File: src/common/clk_sup_cfg.svh
// Offsets, field positions, reset values and counts of the clock supervisor pair
// Contract
// [RQ1] Meter times RC oscillator against crystal clock
// [RQ2] Software checks RC near 16 MHz, 6 %
// [RQ3] Dead RC oscillator leaves meter running forever
// [RQ4] Software waits meter flag zero, with timeout
// [RQ5] PLL loss of lock drives lines 2, 3
// [RQ6] PLL fail passes unmasked; reset needs enables; code lets control bits 9, 10 mask PLL fail
// [RQ7] After reset crystal off, PLLs off, RC clock
// [RQ8] Reference select 1 picks crystal for PLL
// [RQ9] Clock status reads 4 when PLL drives
// [RQ10] Monitors use RC reference, catch losses, range
// [RQ11] Monitor zero: sphere line 5, crystal 4
// [RQ12] Monitor one: motor clock, line 6
// [RQ13] Monitor two: protocol clock, line 7
// [RQ14] Divided RC window checks crystal for loss
// [RQ15] Count above high or below low faults
// [RQ16] Monitoring starts only once enable bit set
// [RQ17] Software repeats RC check every fault interval
// [RQ18] Monitor flags hold until software clears them
`ifndef CLK_SUP_CFG_SVH
`define CLK_SUP_CFG_SVH

// Supervisor register offsets
`define SUP_CTRL_OFS     8'h00
`define SUP_STATUS_OFS   8'h04
`define SUP_METER_OFS    8'h08
`define SUP_LIMIT_OFS    8'h10
`define SUP_CTRL_RST     32'h0000_0000
`define SUP_HI_RST       16'hFFFF
`define SUP_LO_RST       16'h0000

// Control fields
`define CTRL_MON_EN      0
`define CTRL_DIV_LSB     1
`define CTRL_METER_GO    3
`define CTRL_XTAL_EN     4
`define CTRL_PLL_EN_LSB  5
`define CTRL_REFSEL_LSB  7
`define CTRL_MASK_LSB    9
`define CTRL_SYSCLK_PLL  11

// Status fields
`define STAT_METER_RUN   0
`define STAT_FLAG_LSB    8
`define STAT_SYSCLK_LSB  16
`define SYSCLK_RC        3'h0
`define SYSCLK_PLL       3'h4

// Fault line positions
`define LINE_PLL0        2
`define LINE_XTAL        4
`define LINE_SPHERE      5

// Collector register offsets
`define COL_STATUS_OFS   8'h00
`define COL_MASK_OFS     8'h04
`define COL_DELAY_OFS    8'h08
`define COL_ALT_OFS      8'h0C
`define COL_REG_RST      8'h00

// Timing counts
`define MON_WINDOW       8'd64
`define METER_WINDOW     16'd1024
`define XTAL_BASE        8'd16
`define CLK_PERIOD_NS    40
`define REF_LOSS_NS      1000
`define REF_LOSS_CYC     8'(`REF_LOSS_NS / `CLK_PERIOD_NS)

`endif

File: src/common/clk_sup_pkg.sv
// Types and shared helpers of the clock supervisor pair
package clk_sup_pkg;
   typedef logic [7:0]  adr_type;
   typedef logic [31:0] word_type;
   typedef logic [3:0]  sel_type;
   typedef logic [7:0]  lines_type;
   typedef enum logic {METER_IDLE, METER_RUN} meter_state_type;

   // Byte-lane merge of a Wishbone write
   function automatic word_type merge_bytes(input word_type old_v, input word_type new_v,
                                            input sel_type sel);
      word_type r;
      r = old_v;
      for (int b = 0; b < 4; b++) begin
         if (sel[b]) begin
            r[b*8 +: 8] = new_v[b*8 +: 8];
         end
      end
      return r;
   endfunction
endpackage

File: src/common/clk_sup_if.sv
// Fault line carrier between the clock supervisor and the fault collector
`timescale 1ns/1ps
`default_nettype none
interface clk_sup_if;
   import clk_sup_pkg::*;
   lines_type noncritical_fault_line;
   modport device (output noncritical_fault_line);
   modport collector (input noncritical_fault_line);
endinterface
`default_nettype wire

File: src/rtl/clock_source_supervisor.sv
// Clock source supervisor: RC meter, clock monitors, PLL fail lines, source control
`timescale 1ns/1ps
`default_nettype none
`include "clk_sup_cfg.svh"
module clock_source_supervisor (
   input  wire logic                  clk_i,
   input  wire logic                  rst_i,
   input  wire clk_sup_pkg::adr_type  wb_adr_i,
   input  wire clk_sup_pkg::word_type wb_dat_i,
   output var  clk_sup_pkg::word_type wb_dat_o,
   input  wire logic                  wb_we_i,
   input  wire clk_sup_pkg::sel_type  wb_sel_i,
   input  wire logic                  wb_cyc_i,
   input  wire logic                  wb_stb_i,
   output var  logic                  wb_ack_o,
   input  wire logic                  internal_rc_osc_i,
   input  wire logic                  crystal_clock_i,
   input  wire logic                  sphere_clk_i,
   input  wire logic                  motor_clk_i,
   input  wire logic                  comm_clk_i,
   input  wire logic [1:0]            pll_lock_i,
   output var  logic                  crystal_osc_en_o,
   output var  logic [1:0]            pll_en_o,
   output var  logic [1:0]            pll_ref_select_o,
   output var  logic                  sysclk_sel_pll_o,
   clk_sup_if.device                  fault_if
);
   import clk_sup_pkg::*;

   // Sampled clocks: 0 RC, 1 crystal, 2 sphere, 3 motor, 4 protocol, 5..6 locks.
   // Monitored clocks must stay below half of clk_i to be counted faithfully.
   logic [6:0]      sync1;
   logic [6:0]      sync2;
   logic [4:0]      prev;
   logic [4:0]      rise;
   word_type        ctrl;
   word_type        wctrl;
   logic [15:0]     hi_lim [3];
   logic [15:0]     lo_lim [3];
   logic [15:0]     mon_cnt [3];
   logic [7:0]      win_cnt;
   logic [7:0]      xtal_cnt;
   logic            xtal_seen;
   logic [7:0]      idle_cnt;
   logic [3:0]      flag;
   logic [3:0]      flag_set;
   logic [3:0]      flag_clr;
   logic [1:0]      pll_fail;
   logic [2:0]      sysclk_status;
   meter_state_type meter_state;
   logic [15:0]     meter_ref;
   logic [15:0]     meter_count;
   logic            access;
   logic            wr;
   logic            mon_en;
   logic            win_end;
   logic            xtal_end;

   function automatic logic [7:0] xtal_period(input logic [1:0] div_sel);
      return 8'(`XTAL_BASE << div_sel);
   endfunction

   assign access   = wb_cyc_i & wb_stb_i & ~wb_ack_o;
   assign wr       = access & wb_we_i;
   assign wctrl    = merge_bytes(ctrl, wb_dat_i, wb_sel_i);
   assign mon_en   = ctrl[`CTRL_MON_EN];
   assign rise     = sync2[4:0] & ~prev;
   assign win_end  = rise[0] && (win_cnt == `MON_WINDOW - 8'd1);
   assign xtal_end = rise[0] && (xtal_cnt == xtal_period(ctrl[`CTRL_DIV_LSB +: 2]) - 8'd1);

   // Two stages before any logic looks at a foreign clock or lock level
   always_ff @(posedge clk_i) begin
      if (rst_i) begin
         sync1 <= 7'h00;
         sync2 <= 7'h00;
         prev  <= 5'h00;
      end else begin
         sync1 <= {pll_lock_i, comm_clk_i, motor_clk_i, sphere_clk_i,
                   crystal_clock_i, internal_rc_osc_i};
         sync2 <= sync1;
         prev  <= sync2[4:0];
      end
   end

   // Bus slave: one wait state, unmapped reads give zero
   always_ff @(posedge clk_i) begin
      if (rst_i) begin
         wb_ack_o <= 1'b0;
         wb_dat_o <= 32'h0000_0000;
      end else begin
         wb_ack_o <= access;
         if (access && !wb_we_i) begin
            wb_dat_o <= 32'h0000_0000;
            case (wb_adr_i)
               `SUP_CTRL_OFS:   wb_dat_o <= ctrl;
               `SUP_STATUS_OFS: wb_dat_o <= {13'h0000, sysclk_status, 4'h0, flag, 7'h00,
                                             meter_state == METER_RUN}; // [RQ4]
               `SUP_METER_OFS:  wb_dat_o <= {16'h0000, meter_count};
               default: begin
                  for (int i = 0; i < 3; i++) begin
                     if (wb_adr_i == `SUP_LIMIT_OFS + 8'(i * 8)) begin
                        wb_dat_o <= {16'h0000, hi_lim[i]};
                     end
                     if (wb_adr_i == `SUP_LIMIT_OFS + 8'(i * 8 + 4)) begin
                        wb_dat_o <= {16'h0000, lo_lim[i]};
                     end
                  end
               end
            endcase
         end
      end
   end

   // Reset leaves crystal off, PLLs off and the RC clock in charge
   always_ff @(posedge clk_i) begin
      if (rst_i) begin
         ctrl <= `SUP_CTRL_RST; // [RQ7]
      end else if (wr && wb_adr_i == `SUP_CTRL_OFS) begin
         ctrl <= wctrl & ~(32'h1 << `CTRL_METER_GO);
      end
   end

   always_ff @(posedge clk_i) begin
      if (rst_i) begin
         for (int i = 0; i < 3; i++) begin
            hi_lim[i] <= `SUP_HI_RST;
            lo_lim[i] <= `SUP_LO_RST;
         end
      end else if (wr) begin
         for (int i = 0; i < 3; i++) begin
            if (wb_adr_i == `SUP_LIMIT_OFS + 8'(i * 8)) begin
               hi_lim[i] <= wb_dat_i[15:0];
            end
            if (wb_adr_i == `SUP_LIMIT_OFS + 8'(i * 8 + 4)) begin
               lo_lim[i] <= wb_dat_i[15:0];
            end
         end
      end
   end

   always_ff @(posedge clk_i) begin
      if (rst_i) begin
         crystal_osc_en_o <= 1'b0;
         pll_en_o         <= 2'b00;
         pll_ref_select_o <= 2'b00;
         sysclk_sel_pll_o <= 1'b0;
      end else begin
         crystal_osc_en_o <= ctrl[`CTRL_XTAL_EN];
         pll_en_o         <= ctrl[`CTRL_PLL_EN_LSB +: 2];
         pll_ref_select_o <= ctrl[`CTRL_REFSEL_LSB +: 2]; // [RQ8]
         sysclk_sel_pll_o <= ctrl[`CTRL_SYSCLK_PLL];
      end
   end

   always_ff @(posedge clk_i) begin
      if (rst_i) begin
         sysclk_status <= `SYSCLK_RC;
      end else if (ctrl[`CTRL_SYSCLK_PLL] && pll_en_o[0] && sync2[5]) begin
         sysclk_status <= `SYSCLK_PLL; // [RQ9]
      end else begin
         sysclk_status <= `SYSCLK_RC;
      end
   end

   // Meter window is counted in RC edges, so a dead RC never finishes
   always_ff @(posedge clk_i) begin
      if (rst_i) begin
         meter_state <= METER_IDLE;
         meter_ref   <= 16'h0000;
         meter_count <= 16'h0000;
      end else begin
         case (meter_state)
            METER_IDLE: begin
               if (wr && wb_adr_i == `SUP_CTRL_OFS && wctrl[`CTRL_METER_GO]) begin
                  meter_state <= METER_RUN;
                  meter_ref   <= 16'h0000;
                  meter_count <= 16'h0000;
               end
            end
            METER_RUN: begin
               if (rise[1]) begin
                  meter_count <= meter_count + 16'h0001; // [RQ1]
               end
               if (rise[0]) begin
                  meter_ref <= meter_ref + 16'h0001;
                  if (meter_ref == `METER_WINDOW - 16'd1) begin
                     meter_state <= METER_IDLE; // [RQ3]
                  end
               end
            end
            default: meter_state <= METER_IDLE;
         endcase
      end
   end

   // Range windows of RC edges; idle until enabled
   always_ff @(posedge clk_i) begin
      if (rst_i || !mon_en) begin
         win_cnt <= 8'h00;
         for (int i = 0; i < 3; i++) begin
            mon_cnt[i] <= 16'h0000;
         end
      end else begin
         if (rise[0]) begin
            win_cnt <= win_end ? 8'h00 : win_cnt + 8'h01; // [RQ10]
         end
         for (int i = 0; i < 3; i++) begin
            if (win_end) begin
               mon_cnt[i] <= 16'h0000;
            end else if (rise[i + 2]) begin
               mon_cnt[i] <= mon_cnt[i] + 16'h0001;
            end
         end
      end
   end

   always_ff @(posedge clk_i) begin
      if (rst_i || !mon_en) begin
         xtal_cnt  <= 8'h00;
         xtal_seen <= 1'b0;
         idle_cnt  <= 8'h00;
      end else begin
         if (rise[0]) begin
            xtal_cnt <= xtal_end ? 8'h00 : xtal_cnt + 8'h01; // [RQ14]
         end
         xtal_seen <= xtal_end ? rise[1] : (xtal_seen | rise[1]);
         idle_cnt  <= rise[0] ? 8'h00 : (idle_cnt == `REF_LOSS_CYC ? idle_cnt
                                         : idle_cnt + 8'h01);
      end
   end

   // Flag order: crystal, sphere (and lost reference), motor, protocol
   always_comb begin
      flag_set = 4'h0;
      if (mon_en) begin // [RQ16]
         flag_set[0] = xtal_end && !xtal_seen && !rise[1];
         flag_set[1] = idle_cnt == `REF_LOSS_CYC;
         for (int i = 0; i < 3; i++) begin
            if (win_end && (mon_cnt[i] > hi_lim[i] || mon_cnt[i] < lo_lim[i])) begin
               flag_set[i + 1] = 1'b1; // [RQ15]
            end
         end
      end
      flag_clr = 4'h0;
      if (wr && wb_adr_i == `SUP_STATUS_OFS && wb_sel_i[1]) begin
         flag_clr = wb_dat_i[`STAT_FLAG_LSB +: 4];
      end
   end

   // Write one to clear; a fault in the same cycle wins
   always_ff @(posedge clk_i) begin
      if (rst_i) begin
         flag <= 4'h0;
      end else begin
         flag <= (flag & ~flag_clr) | flag_set; // [RQ18]
      end
   end

   always_comb begin
      for (int i = 0; i < 2; i++) begin
         pll_fail[i] = pll_en_o[i] & ~sync2[i + 5] & ~ctrl[`CTRL_MASK_LSB + i]; // [RQ6]
      end
   end

   always_ff @(posedge clk_i) begin
      if (rst_i) begin
         fault_if.noncritical_fault_line <= 8'h00;
      end else begin
         fault_if.noncritical_fault_line <= {flag, pll_fail, 2'b00}; // [RQ5] [RQ11] [RQ12] [RQ13]
      end
   end
endmodule
`default_nettype wire

File: src/flat_wrapper.sv
// flat-port wrapper written by rule: the top's interface ports become plain ports
module clock_source_supervisor_flat import clk_sup_pkg::*;
  (clk_i, rst_i, wb_adr_i, wb_dat_i, wb_dat_o, wb_we_i, wb_sel_i, wb_cyc_i, wb_stb_i, wb_ack_o, internal_rc_osc_i, crystal_clock_i, sphere_clk_i, motor_clk_i, comm_clk_i, pll_lock_i, crystal_osc_en_o, pll_en_o, pll_ref_select_o, sysclk_sel_pll_o, fault_if_noncritical_fault_line);
  clk_sup_if fault_if_i ();
  input  wire logic clk_i;
  input  wire logic rst_i;
  input  wire clk_sup_pkg::adr_type wb_adr_i;
  input  wire clk_sup_pkg::word_type wb_dat_i;
  output var  clk_sup_pkg::word_type wb_dat_o;
  input  wire logic wb_we_i;
  input  wire clk_sup_pkg::sel_type wb_sel_i;
  input  wire logic wb_cyc_i;
  input  wire logic wb_stb_i;
  output var  logic wb_ack_o;
  input  wire logic internal_rc_osc_i;
  input  wire logic crystal_clock_i;
  input  wire logic sphere_clk_i;
  input  wire logic motor_clk_i;
  input  wire logic comm_clk_i;
  input  wire logic [1:0] pll_lock_i;
  output var  logic crystal_osc_en_o;
  output var  logic [1:0] pll_en_o;
  output var  logic [1:0] pll_ref_select_o;
  output var  logic sysclk_sel_pll_o;
  output wire logic [$bits(fault_if_i.noncritical_fault_line)-1:0] fault_if_noncritical_fault_line;
  assign fault_if_noncritical_fault_line = fault_if_i.noncritical_fault_line;
  clock_source_supervisor u_core (.clk_i(clk_i), .rst_i(rst_i), .wb_adr_i(wb_adr_i), .wb_dat_i(wb_dat_i), .wb_dat_o(wb_dat_o), .wb_we_i(wb_we_i), .wb_sel_i(wb_sel_i), .wb_cyc_i(wb_cyc_i), .wb_stb_i(wb_stb_i), .wb_ack_o(wb_ack_o), .internal_rc_osc_i(internal_rc_osc_i), .crystal_clock_i(crystal_clock_i), .sphere_clk_i(sphere_clk_i), .motor_clk_i(motor_clk_i), .comm_clk_i(comm_clk_i), .pll_lock_i(pll_lock_i), .crystal_osc_en_o(crystal_osc_en_o), .pll_en_o(pll_en_o), .pll_ref_select_o(pll_ref_select_o), .sysclk_sel_pll_o(sysclk_sel_pll_o), .fault_if(fault_if_i));
endmodule
File: config.mk
export PLATFORM = sky130hd
export DESIGN_NAME = clock_source_supervisor_flat
export DESIGN_NICKNAME = d
export VERILOG_FILES = /design/src/common/clk_sup_pkg.sv /design/src/common/clk_sup_if.sv /design/src/rtl/clock_source_supervisor.sv /design/src/flat_wrapper.sv
export VERILOG_INCLUDE_DIRS = /design/src /design/src/common
export SDC_FILE = /design/constraint.sdc
export NUM_CORES = 1
export LEC_CHECK = 0
export ABC_AREA = 0
export BUFFER_PORTS_ARGS = -buffer_cell sky130_fd_sc_hd__buf_2
export CAP_MARGIN = 25
export CORE_AREA = 2 2 208 190
export CTS_CLUSTER_SIZE = 8
export DETAILED_ROUTE_END_ITERATION = 12
export DIE_AREA = 0 0 210 192
export PLACE_DENSITY = 0.54
export SLEW_MARGIN = 10
export SYNTH_ARGS = -nofsm -noshare
export SYNTH_HDL_FRONTEND = slang
export SYNTH_SLANG_ARGS = --single-unit
export TNS_END_PERCENT = 100
File: constraint.sdc
create_clock -name clk_i -period 6.95 [get_ports clk_i]
set_clock_uncertainty 0.2 [all_clocks]
set_input_delay 1.39 -clock clk_i [delete_from_list [all_inputs] [get_ports clk_i]]
set_output_delay 1.39 -clock clk_i [all_outputs]
set_load 0.01 [all_outputs]
# [Word level (Yosys, flattened, before mapping)]
# Memory sizes are Yosys's and may differ from the RTL's.
# Index checks and enable logic that the tools add are counted.
[totals] regBits=162 out_inout_bits=47 input_bits=56 memories=3 ram_bits=144
[op_classes] shifts=1 add_sub_neg=9 mux=81 n_eq_ne=15 reduce_logical=30 n_bitwise=31 magnitude_cmp=6
[memory_table] name="u_core.hi_lim" depth=3 word_bits=16 read_ports=3 rd_ports_with_merged_regs=0 wr=3 line="clock_source_supervisor.sv:38" source="logic [15:0] hi_lim [3];"
[memory_table] name="u_core.lo_lim" depth=3 word_bits=16 read_ports=3 rd_ports_with_merged_regs=0 wr=3 line="clock_source_supervisor.sv:39" source="logic [15:0] lo_lim [3];"
[memory_table] name="u_core.mon_cnt" depth=3 word_bits=16 read_ports=3 rd_ports_with_merged_regs=0 wr=3 line="clock_source_supervisor.sv:40" source="logic [15:0] mon_cnt [3];"
[ops] cell="$mux 16" n=21
[ops] cell="$pmux 32 s3" n=1
[ops] cell="$add 16x1->16 const B" n=5
[ops] cell="$pmux 16 s2" n=2
[ops] cell="$mux 1" n=50
[ops] cell="$gt 16x16->1" n=3
[ops] cell="$lt 16x16->1" n=3
[ops] cell="$eq 8x5->1 const B" n=5
[ops] cell="$add 8x1->8 const B" n=3
[ops] cell="$eq 8x6->1 const B" n=3
[ops] cell="$eq 16x10->1 const B" n=1
[ops] cell="$mux 8" n=2
[ops] cell="$logic_and 1x1->1" n=14
[ops] cell="$or 1x1->1" n=13
[ops] cell="$mux 4" n=3
[ops] cell="$reduce_and 2->1" n=6
[ops] cell="$eq 8x3->1 const B" n=1
[ops] cell="$eq 8x4->1 const B" n=1
[ops] cell="$eq 8x8->1" n=1
[ops] cell="$logic_not 8->1" n=1
[ops] cell="$shl 5x2->8 const A" n=1
[ops] cell="$sub 8x1->8 const B" n=1
[ops] cell="$and 1x1->1" n=7
[ops] cell="$ne 2x1->1 const B" n=3
[ops] cell="11 further kinds" n=22

# [Longest topological paths before layout]
# Gate-level depths: netlist (run 1).
[logic_depth] word_depth=9 mapped_depth=9 mapped_depth_nobuf=8

# [Least setup slack after synthesis (run 1)]
# OpenSTA, ideal clock, no wires.
[synth_path] path_type="input to register" startpoint="input port wb_adr_i[5]" endpoint="memory u_core.hi_lim[1][0] (netlist: u_core.hi_lim[0][16]) (enable)" arrival_ns=2.977 required_ns=6.377 setup_slack_ns=3.400 cell_stages=6 cell_sequence="buf_6 -> nor3_1 -> and3_1 -> clkbuf_1 -> clkbuf_1 -> a41o_1"
[synth_lines] item="from (decl)" line="flat_wrapper.sv:7" source="input wire clk_sup_pkg::adr_type wb_adr_i;"
[synth_lines] item="to (decl)" line="clock_source_supervisor.sv:38"

==> impl_metrics.env, run 1 <==
export IMPL_synth_edf_count=144
export IMPL_synth_area_leaders="edfxtp_1 (29%), dfxtp_1 (21%), ha_1 (8.4%), nor2_1 (4.0%), a21oi_1 (3.4%)"
export IMPL_fin_crit_ns=3.851
export IMPL_maxSlewViolCount=0
export IMPL_synthArstFlopShare_pct=0
export IMPL_vias_per_cell=5.582
export IMPL_hold_path_class="flop to flop"
export IMPL_avgRoutedWirePerCell_um=21.59
export IMPL_crit_required_ns=6.91
export IMPL_path_max_fanout=40
export IMPL_insertion_delay_ns=0.55
export IMPL_grt_max_degree=75
export IMPL_criticalPathCategory="input pin to flop"
export IMPL_p_leak_uw=0.006906
export IMPL_synth_distinct_cells=64
export IMPL_synth_top_area_share_pct=28.58
export IMPL_row_count=68
export IMPL_yosys_warnings=0
export IMPL_worst_pin_slew_ns=1.086
export IMPL_area_growth_pct=14.25
export IMPL_ctsResizeCount=0
export IMPL_drcViolationCount=0
export IMPL_crit_arrival_ns=3.82
export IMPL_clk_pin_slew_ns=0.05
export IMPL_ys_ff_latch=302
export IMPL_synth_top_cell_by_area="edfxtp_1"
export IMPL_setup_slack_ns=3.099
export IMPL_drtIter0Drc=1229
export IMPL_rsz0062_at_grt="false"
export IMPL_power_uw=3992
export IMPL_coreArea_mm2=0.03803
export IMPL_htreeDepth=2
export IMPL_dpl_hpwl_um=35020
export IMPL_die_w_um=210
export IMPL_layout_drive_gt1_share_pct=11.43
export IMPL_holdBufCountCts=0
export IMPL_start_kind="input pin"
export IMPL_cap_violations=0
export IMPL_start_util_pct=39.78
export IMPL_cts_tree="yes"
export IMPL_cts_sinks=302
export IMPL_max_freq_ghz=0.2597
export IMPL_fillers=3645
export IMPL_vias=12070
export IMPL_setup_violations=0
export IMPL_ant_nets=0
export IMPL_endpoint_kind="flop"
export IMPL_syn_area_mm2=0.01513
export IMPL_first_pass_iters=7
export IMPL_grt_overflow=0
export IMPL_cts_root_buf="clkbuf_16"
export IMPL_run_status="finished, final reports clean"
export IMPL_gp_congestion=0.9555
export IMPL_routed_wl_um=46710
export IMPL_syn_avg_cell_area_um2=9.723
export IMPL_antenna_found_initial=2
export IMPL_cts_max_path_buffers=3
export IMPL_grt_pass1_wl_um=69490
export IMPL_pin_count=103
export IMPL_cts_buffers=43
export IMPL_place_port_buffers=100
export IMPL_die_area_mm2=0.04032
export IMPL_hold_viol=0
export IMPL_synthFlopType="dfxtp_1"
export IMPL_grt_pass1_vias=11090
export IMPL_dp_worst_setup_slack_ns=2.614
export IMPL_finalCritPeriodShare_pct=55.41
export IMPL_cts_setup_buffers=0
export IMPL_dieHeight_um=192
export IMPL_setup_tns_final_ns=0
export IMPL_maxSlewHeadroom_pct=27.02
export IMPL_grt_usage_pct=22.96
export IMPL_synth_yosys_seq_area_share_pct=49.49
export IMPL_vdd_drop_max_mv=0.1840
export IMPL_nNetsFinal=1805
export IMPL_syn_inst=1556
export IMPL_powerDensity_mw_per_mm2=230.9
cells in the final DEF (no fill, tap or decap), types with 7 or more instances in the layout:
cell / netlist / routed
a211oi_1: 19 / 19
a21o_1: 8 / 8
a21oi_1: 103 / 103
a221oi_1: 11 / 11
a22o_1: 10 / 10
a22oi_1: 21 / 21
a311oi_1: 7 / 7
and2_1: 25 / 25
and3_1: 23 / 23
buf_2: 6 / 99
buf_4: 4 / 16
clkbuf_1: 54 / 23
clkbuf_16: 0 / 43
dfxtp_1: 158 / 158
edfxtp_1: 144 / 144
ha_1: 102 / 102
inv_1: 109 / 109
mux2_2: 12 / 12
mux2i_1: 17 / 17
nand2_1: 119 / 119
nand3_1: 81 / 81
nand4_1: 37 / 37
nor2_1: 162 / 162
nor2b_1: 38 / 38
nor3_1: 22 / 21
o211ai_1: 11 / 11
o21a_1: 8 / 8
o21ai_0: 56 / 53
o22ai_1: 9 / 9
or3_1: 25 / 25
xnor2_1: 25 / 25
xor2_1: 43 / 43
routing by layer:
layer  global-route usage [%]  vias to the layer above  part of all wire [%]  routed length [um]
met2                    34.07                      362                    43               20010
met5                        0                        -                 0.024                  11
li1                         -                     5770                     -                   -
met3                    5.379                       66                   7.1                3323
met4                    5.919                        2                   2.1                 997
met1                    33.53                     5873                    48               22360
area by class of cell:
type / instances / area [um2] / area share (%)
clock buffers: 66 / 1162 / 6.725
well taps: 490 / 613.1 / 3.547
inverters: 109 / 409.1 / 2.367
diodes: 2 / 5.005 / 0.02896
clock inverters: 3 / 52.55 / 0.3040
repair buffers: 115 / 615.6 / 3.562
flip-flops and latches: 302 / 7487 / 43.32
multi-input cells: 1076 / 6939 / 40.15
state kept, by name, summed over array words and instances, names as in the netlist, 2 cells and up:
| register | flops |
|---|---|
| u_core.hi_lim | 48 |
| u_core.lo_lim | 48 |
| u_core.mon_cnt | 48 |
| u_core.wb_dat_o | 32 |
| u_core.ctrl | 31 |
| u_core.meter_count | 16 |
| u_core.meter_ref | 16 |
| u_core.idle_cnt | 8 |
| u_core.win_cnt | 8 |
| u_core.xtal_cnt | 8 |
| u_core.sync1 | 7 |
| u_core.sync2 | 7 |
| u_core.fault_if.noncritical_fault_line | 6 |
| u_core.prev | 5 |
| u_core.flag | 4 |
| u_core.pll_en_o | 2 |
| u_core.pll_ref_select_o | 2 |
cells in the mapped netlist, types with 10 or more instances:
| cell type | number |
|---|---|
| nor2_1 | 162 |
| dfxtp_1 | 158 |
| edfxtp_1 | 144 |
| nand2_1 | 119 |
| inv_1 | 109 |
| a21oi_1 | 103 |
| ha_1 | 102 |
| nand3_1 | 81 |
| o21ai_0 | 56 |
| clkbuf_1 | 54 |
| xor2_1 | 43 |
| nor2b_1 | 38 |
| nand4_1 | 37 |
| and2_1 | 25 |
| or3_1 | 25 |
| xnor2_1 | 25 |
| and3_1 | 23 |
| nor3_1 | 22 |
| a22oi_1 | 21 |
| a211oi_1 | 19 |
| mux2i_1 | 17 |
| mux2_2 | 12 |
| a221oi_1 | 11 |
| o211ai_1 | 11 |
| a22o_1 | 10 |
through the flow:
stage	area, um2	utilization, %	hold WS [ns]	cells
after global placement	16040	42.18	0.1819	2089
after global routing	17280	45.44	0.2013	2162
after floorplan	15130	-	0.1736	1557
after detailed placement	16060	42.22	0.1830	2091
after CTS	17270	45.41	0.1895	2160
final	17280	45.45	0.1860	2163
worst max-delay path: stages:
cell and delay, ns:
buf_2 0.69, inv_1 0.18, nor3_1 0.36, and3_1 0.48, a21o_1 0.68
power breakdown:
group | internal, uW | switching, uW | total (uW)
Combinational | 48.4 | 109 | 157
Clock | 1140 | 785 | 1930
Sequential | 1880 | 23.7 | 1900
Total | 3070 | 917 | 3990
worst paths after layout:
kind	start	endpoint	slack, ns	cells after the start
worst min-delay path	u_core.sync2[6]	u_core.fault_if.noncritical_fault_line[3]	0.19	1
worst min register to register	u_core.sync2[6]	u_core.fault_if.noncritical_fault_line[3]	0.19	1
worst max-delay path	wb_adr_i[2]	u_core.lo_lim[0][42]	3.10	5
worst max register to register	u_core.wb_ack_o	u_core.lo_lim[0][20]	4.03	6
cells by family (layout without fill, tap and decap cells):
| logic type | Yosys count | after routing | share of synthesized area (%) |
|---|---|---|---|
| buffers and inverters | 179 | 293 | 4.739 |
| other | 1 | 4 | 0.02479 |
| AO/OA/AOI/OAI | 301 | 301 | 12.64 |
| multiplexers | 30 | 30 | 2.167 |
| adder cells (fa/ha/maj) | 102 | 102 | 8.436 |
| flip-flops | 302 | 302 | 49.49 |
| XOR/XNOR | 68 | 68 | 3.937 |
| AND/OR/NAND/NOR | 573 | 573 | 18.57 |
Power figures use the tool's default switching activity.
==> inputs of run 2 (changes only) <==
Settings changed: ABC_AREA 0 to 1, CORE_AREA 2 2 208 190 to 2 2 212 193, DIE_AREA 0 0 210 192 to 0 0 214 195, PLACE_DENSITY 0.54 to 0.56.
Clock period 6.95 ns to 3.1 ns, I/O delays scaled along.
==> impl_metrics.env, run 2 <==
export IMPL_hold_viol=0
export IMPL_p_leak_uw=0.008025
export IMPL_mostFrequentLayoutCells="nand2_1 (440), inv_1 (287), nor2_1 (222)"
export IMPL_layout_drive_gt1_share_pct=10.54
export IMPL_synth_distinct_cells=48
export IMPL_cts_buffers=43
export IMPL_row_count=69
export IMPL_routed_wl_um=45680
export IMPL_setup_slack_ns=0.7680
export IMPL_powerDensity_mw_per_mm2=490.8
export IMPL_clk_pin_slew_ns=0.05
export IMPL_cts_root_buf="clkbuf_16"
export IMPL_grt_pass1_wl_um=70950
export IMPL_grtUsageMet3_pct=3.614
export IMPL_ant_nets=0
export IMPL_run_status="finished, final reports clean"
export IMPL_antenna_found_initial=0
export IMPL_cap_violations=0
export IMPL_pin_count=103
export IMPL_crit_required_ns=3.18
export IMPL_area_growth_pct=15.16
export IMPL_yosys_warnings=0
export IMPL_grt_pass1_vias=12700
export IMPL_crit_arrival_ns=2.41
export IMPL_rsz0062_at_grt="false"
export IMPL_syn_inst=1943
export IMPL_syn_avg_cell_area_um2=8.062
export IMPL_die_w_um=214
export IMPL_ys_ff_latch=302
export IMPL_worst_pin_slew_ns=0.6909
export IMPL_met1_usage_pct=30.36
export IMPL_cts_tree="yes"
export IMPL_ctsResizeCount=0
export IMPL_path_max_fanout=16
export IMPL_nNetsFinal=2235
export IMPL_drtIter0Drc=1081
export IMPL_dpl_hpwl_um=34370
export IMPL_grt_overflow=0
export IMPL_synth_top_cell_by_area="edfxtp_1"
export IMPL_dp_worst_setup_slack_ns=0.3937
export IMPL_final_common_cell="nand2_1"
export IMPL_first_pass_iters=5
export IMPL_cts_max_path_buffers=3
export IMPL_synth_most_common_cell="nand2_1"
export IMPL_synthFlopType="dfxtp_1"
export IMPL_synth_top_area_share_pct=27.60
export IMPL_vdd_drop_max_mv=0.3948
export IMPL_endpoint_kind="flop"
export IMPL_diodes=0
export IMPL_setup_violations=0
export IMPL_holdBufCountCts=0
export IMPL_vias=13360
export IMPL_cts_setup_buffers=0
export IMPL_gr_usage_met2_pct=34.30
export IMPL_synth_yosys_seq_area_share_pct=47.80
export IMPL_whs_path_depth=3
export IMPL_syn_area_mm2=0.01567
export IMPL_place_port_buffers=100
export IMPL_vias_per_cell=5.080
export IMPL_avgRoutedWirePerCell_um=17.37
export IMPL_synth_edf_count=144
export IMPL_coreArea_mm2=0.03928
export IMPL_finalCritPeriodShare_pct=75.22
export IMPL_htreeDepth=2
export IMPL_reg2regPathDepth=9
export IMPL_insertion_delay_ns=0.56
export IMPL_cts_sinks=302
export IMPL_die_area_mm2=0.04173
export IMPL_synth_common_cells="nand2_1 (440), inv_1 (287), nor2_1 (222)"
export IMPL_criticalPathCategory="flop to flop"
export IMPL_grt_usage_pct=21.84
export IMPL_synth_area_leaders="edfxtp_1 (28%), dfxtp_1 (20%), nand2_1 (11%), ha_1 (8.1%), inv_1 (6.9%)"
export IMPL_gp_congestion=0.8743
export IMPL_grt_busiest_layer="met2"
export IMPL_fin_crit_ns=2.332
export IMPL_reg_largest_list="u_core.hi_lim (48), u_core.lo_lim (48), u_core.mon_cnt (48)"
export IMPL_start_util_pct=39.88
export IMPL_synthArstFlopShare_pct=0
export IMPL_max_freq_ghz=0.4288
export IMPL_start_kind="flop"
export IMPL_grt_max_degree=59
export IMPL_dieHeight_um=195
export IMPL_maxSlewHeadroom_pct=53.94
export IMPL_setup_tns_final_ns=0
export IMPL_maxSlewViolCount=0
export IMPL_hold_path_class="input pin to flop"
export IMPL_drcViolationCount=0
## run 2: cell count changes in the layout (fill, tap and decap cells not counted), moves of 23 or more
cell | previous run | this run
nand2_1 | 119 | 440
or3_1 | 25 | 2
a21oi_1 | 103 | 156
nand3_1 | 81 | 131
nor2b_1 | 38 | 1
and2_1 | 25 | 0
xor2_1 | 43 | 12
inv_1 | 109 | 287
nor2_1 | 162 | 222
## run 2: power by group
group	switching [uW]	total [uW]	leakage, uW	internal, uW
sequential	39.5	4260	0.00272	4220
clock	1730	4260	0.000567	2530
combinational	239	335	0.00474	96.3
## run 2: per-layer routing
| metal | vias to the layer above | part of all wire [%] |
|---|---|---|
| met1 | 6216 | 46 |
| met2 | 428 | 44 |
| li1 | 6628 | - |
| met5 | - | 0 |
| met3 | 83 | 7.4 |
| met4 | 0 | 3.0 |
## run 2: kinds of logic after synthesis
| kind of cell | share of synthesized area [%] |
|---|---|
| compound gates | 8.866 |
| xor+xnor | 0.9505 |
| fa+ha+maj | 8.147 |
| buf+inv | 8.674 |
| flops | 47.80 |
| other cells | 0.02394 |
| simple gates | 25.54 |
## run 2: per-stage QoR
step / utilization (%) / cells / power, uW / hold WS (ns) / instance area [um2]
6_report: 45.92 / 2629 / 8855 / 0.06824 / 18040
5_1_grt: 45.92 / 2629 / 9126 / 0.05224 / 18040
4_1_cts: 45.92 / 2629 / 8941 / 0.04753 / 18040
3_5_place_dp: 42.91 / 2564 / 4671 / 0.1738 / 16860
3_3_place_gp: 42.91 / 2564 / 4670 / 0.1765 / 16860
2_1_floorplan: - / 1944 / 4497 / 0.1684 / 15670
## run 2: final cells by class
cell class / count / area, um2
fill: 3871 / 21240
sequential: 302 / 7487
multi-input combinational: 1298 / 6823
clock buffer: 63 / 1151
inverter: 297 / 1115
timing repair buffer: 135 / 765.7
tap: 532 / 665.6
clock inverter: 2 / 32.53
## run 2: worst paths after layout
kind | from | slack (ns) | to
max | u_core.win_cnt[0] | 0.77 | u_core.mon_cnt[1][11]
min | sphere_clk_i | 0.07 | u_core.sync1[2]
max reg2reg | u_core.win_cnt[0] | 0.77 | u_core.mon_cnt[1][11]
min reg2reg | u_core.sync2[6] | 0.18 | u_core.fault_if.noncritical_fault_line[3]
## run 2: critical path, stage by stage, from the launching register on
cell and delay [ns]:
dfxtp_1 0.38, ha_1 0.21, nand2_1 0.06, nor2_1 0.17
nand3_1 0.14, nand2_1 0.16, inv_2 0.12, nand2_1 0.21
nand2_1 0.16, buf_4 0.24
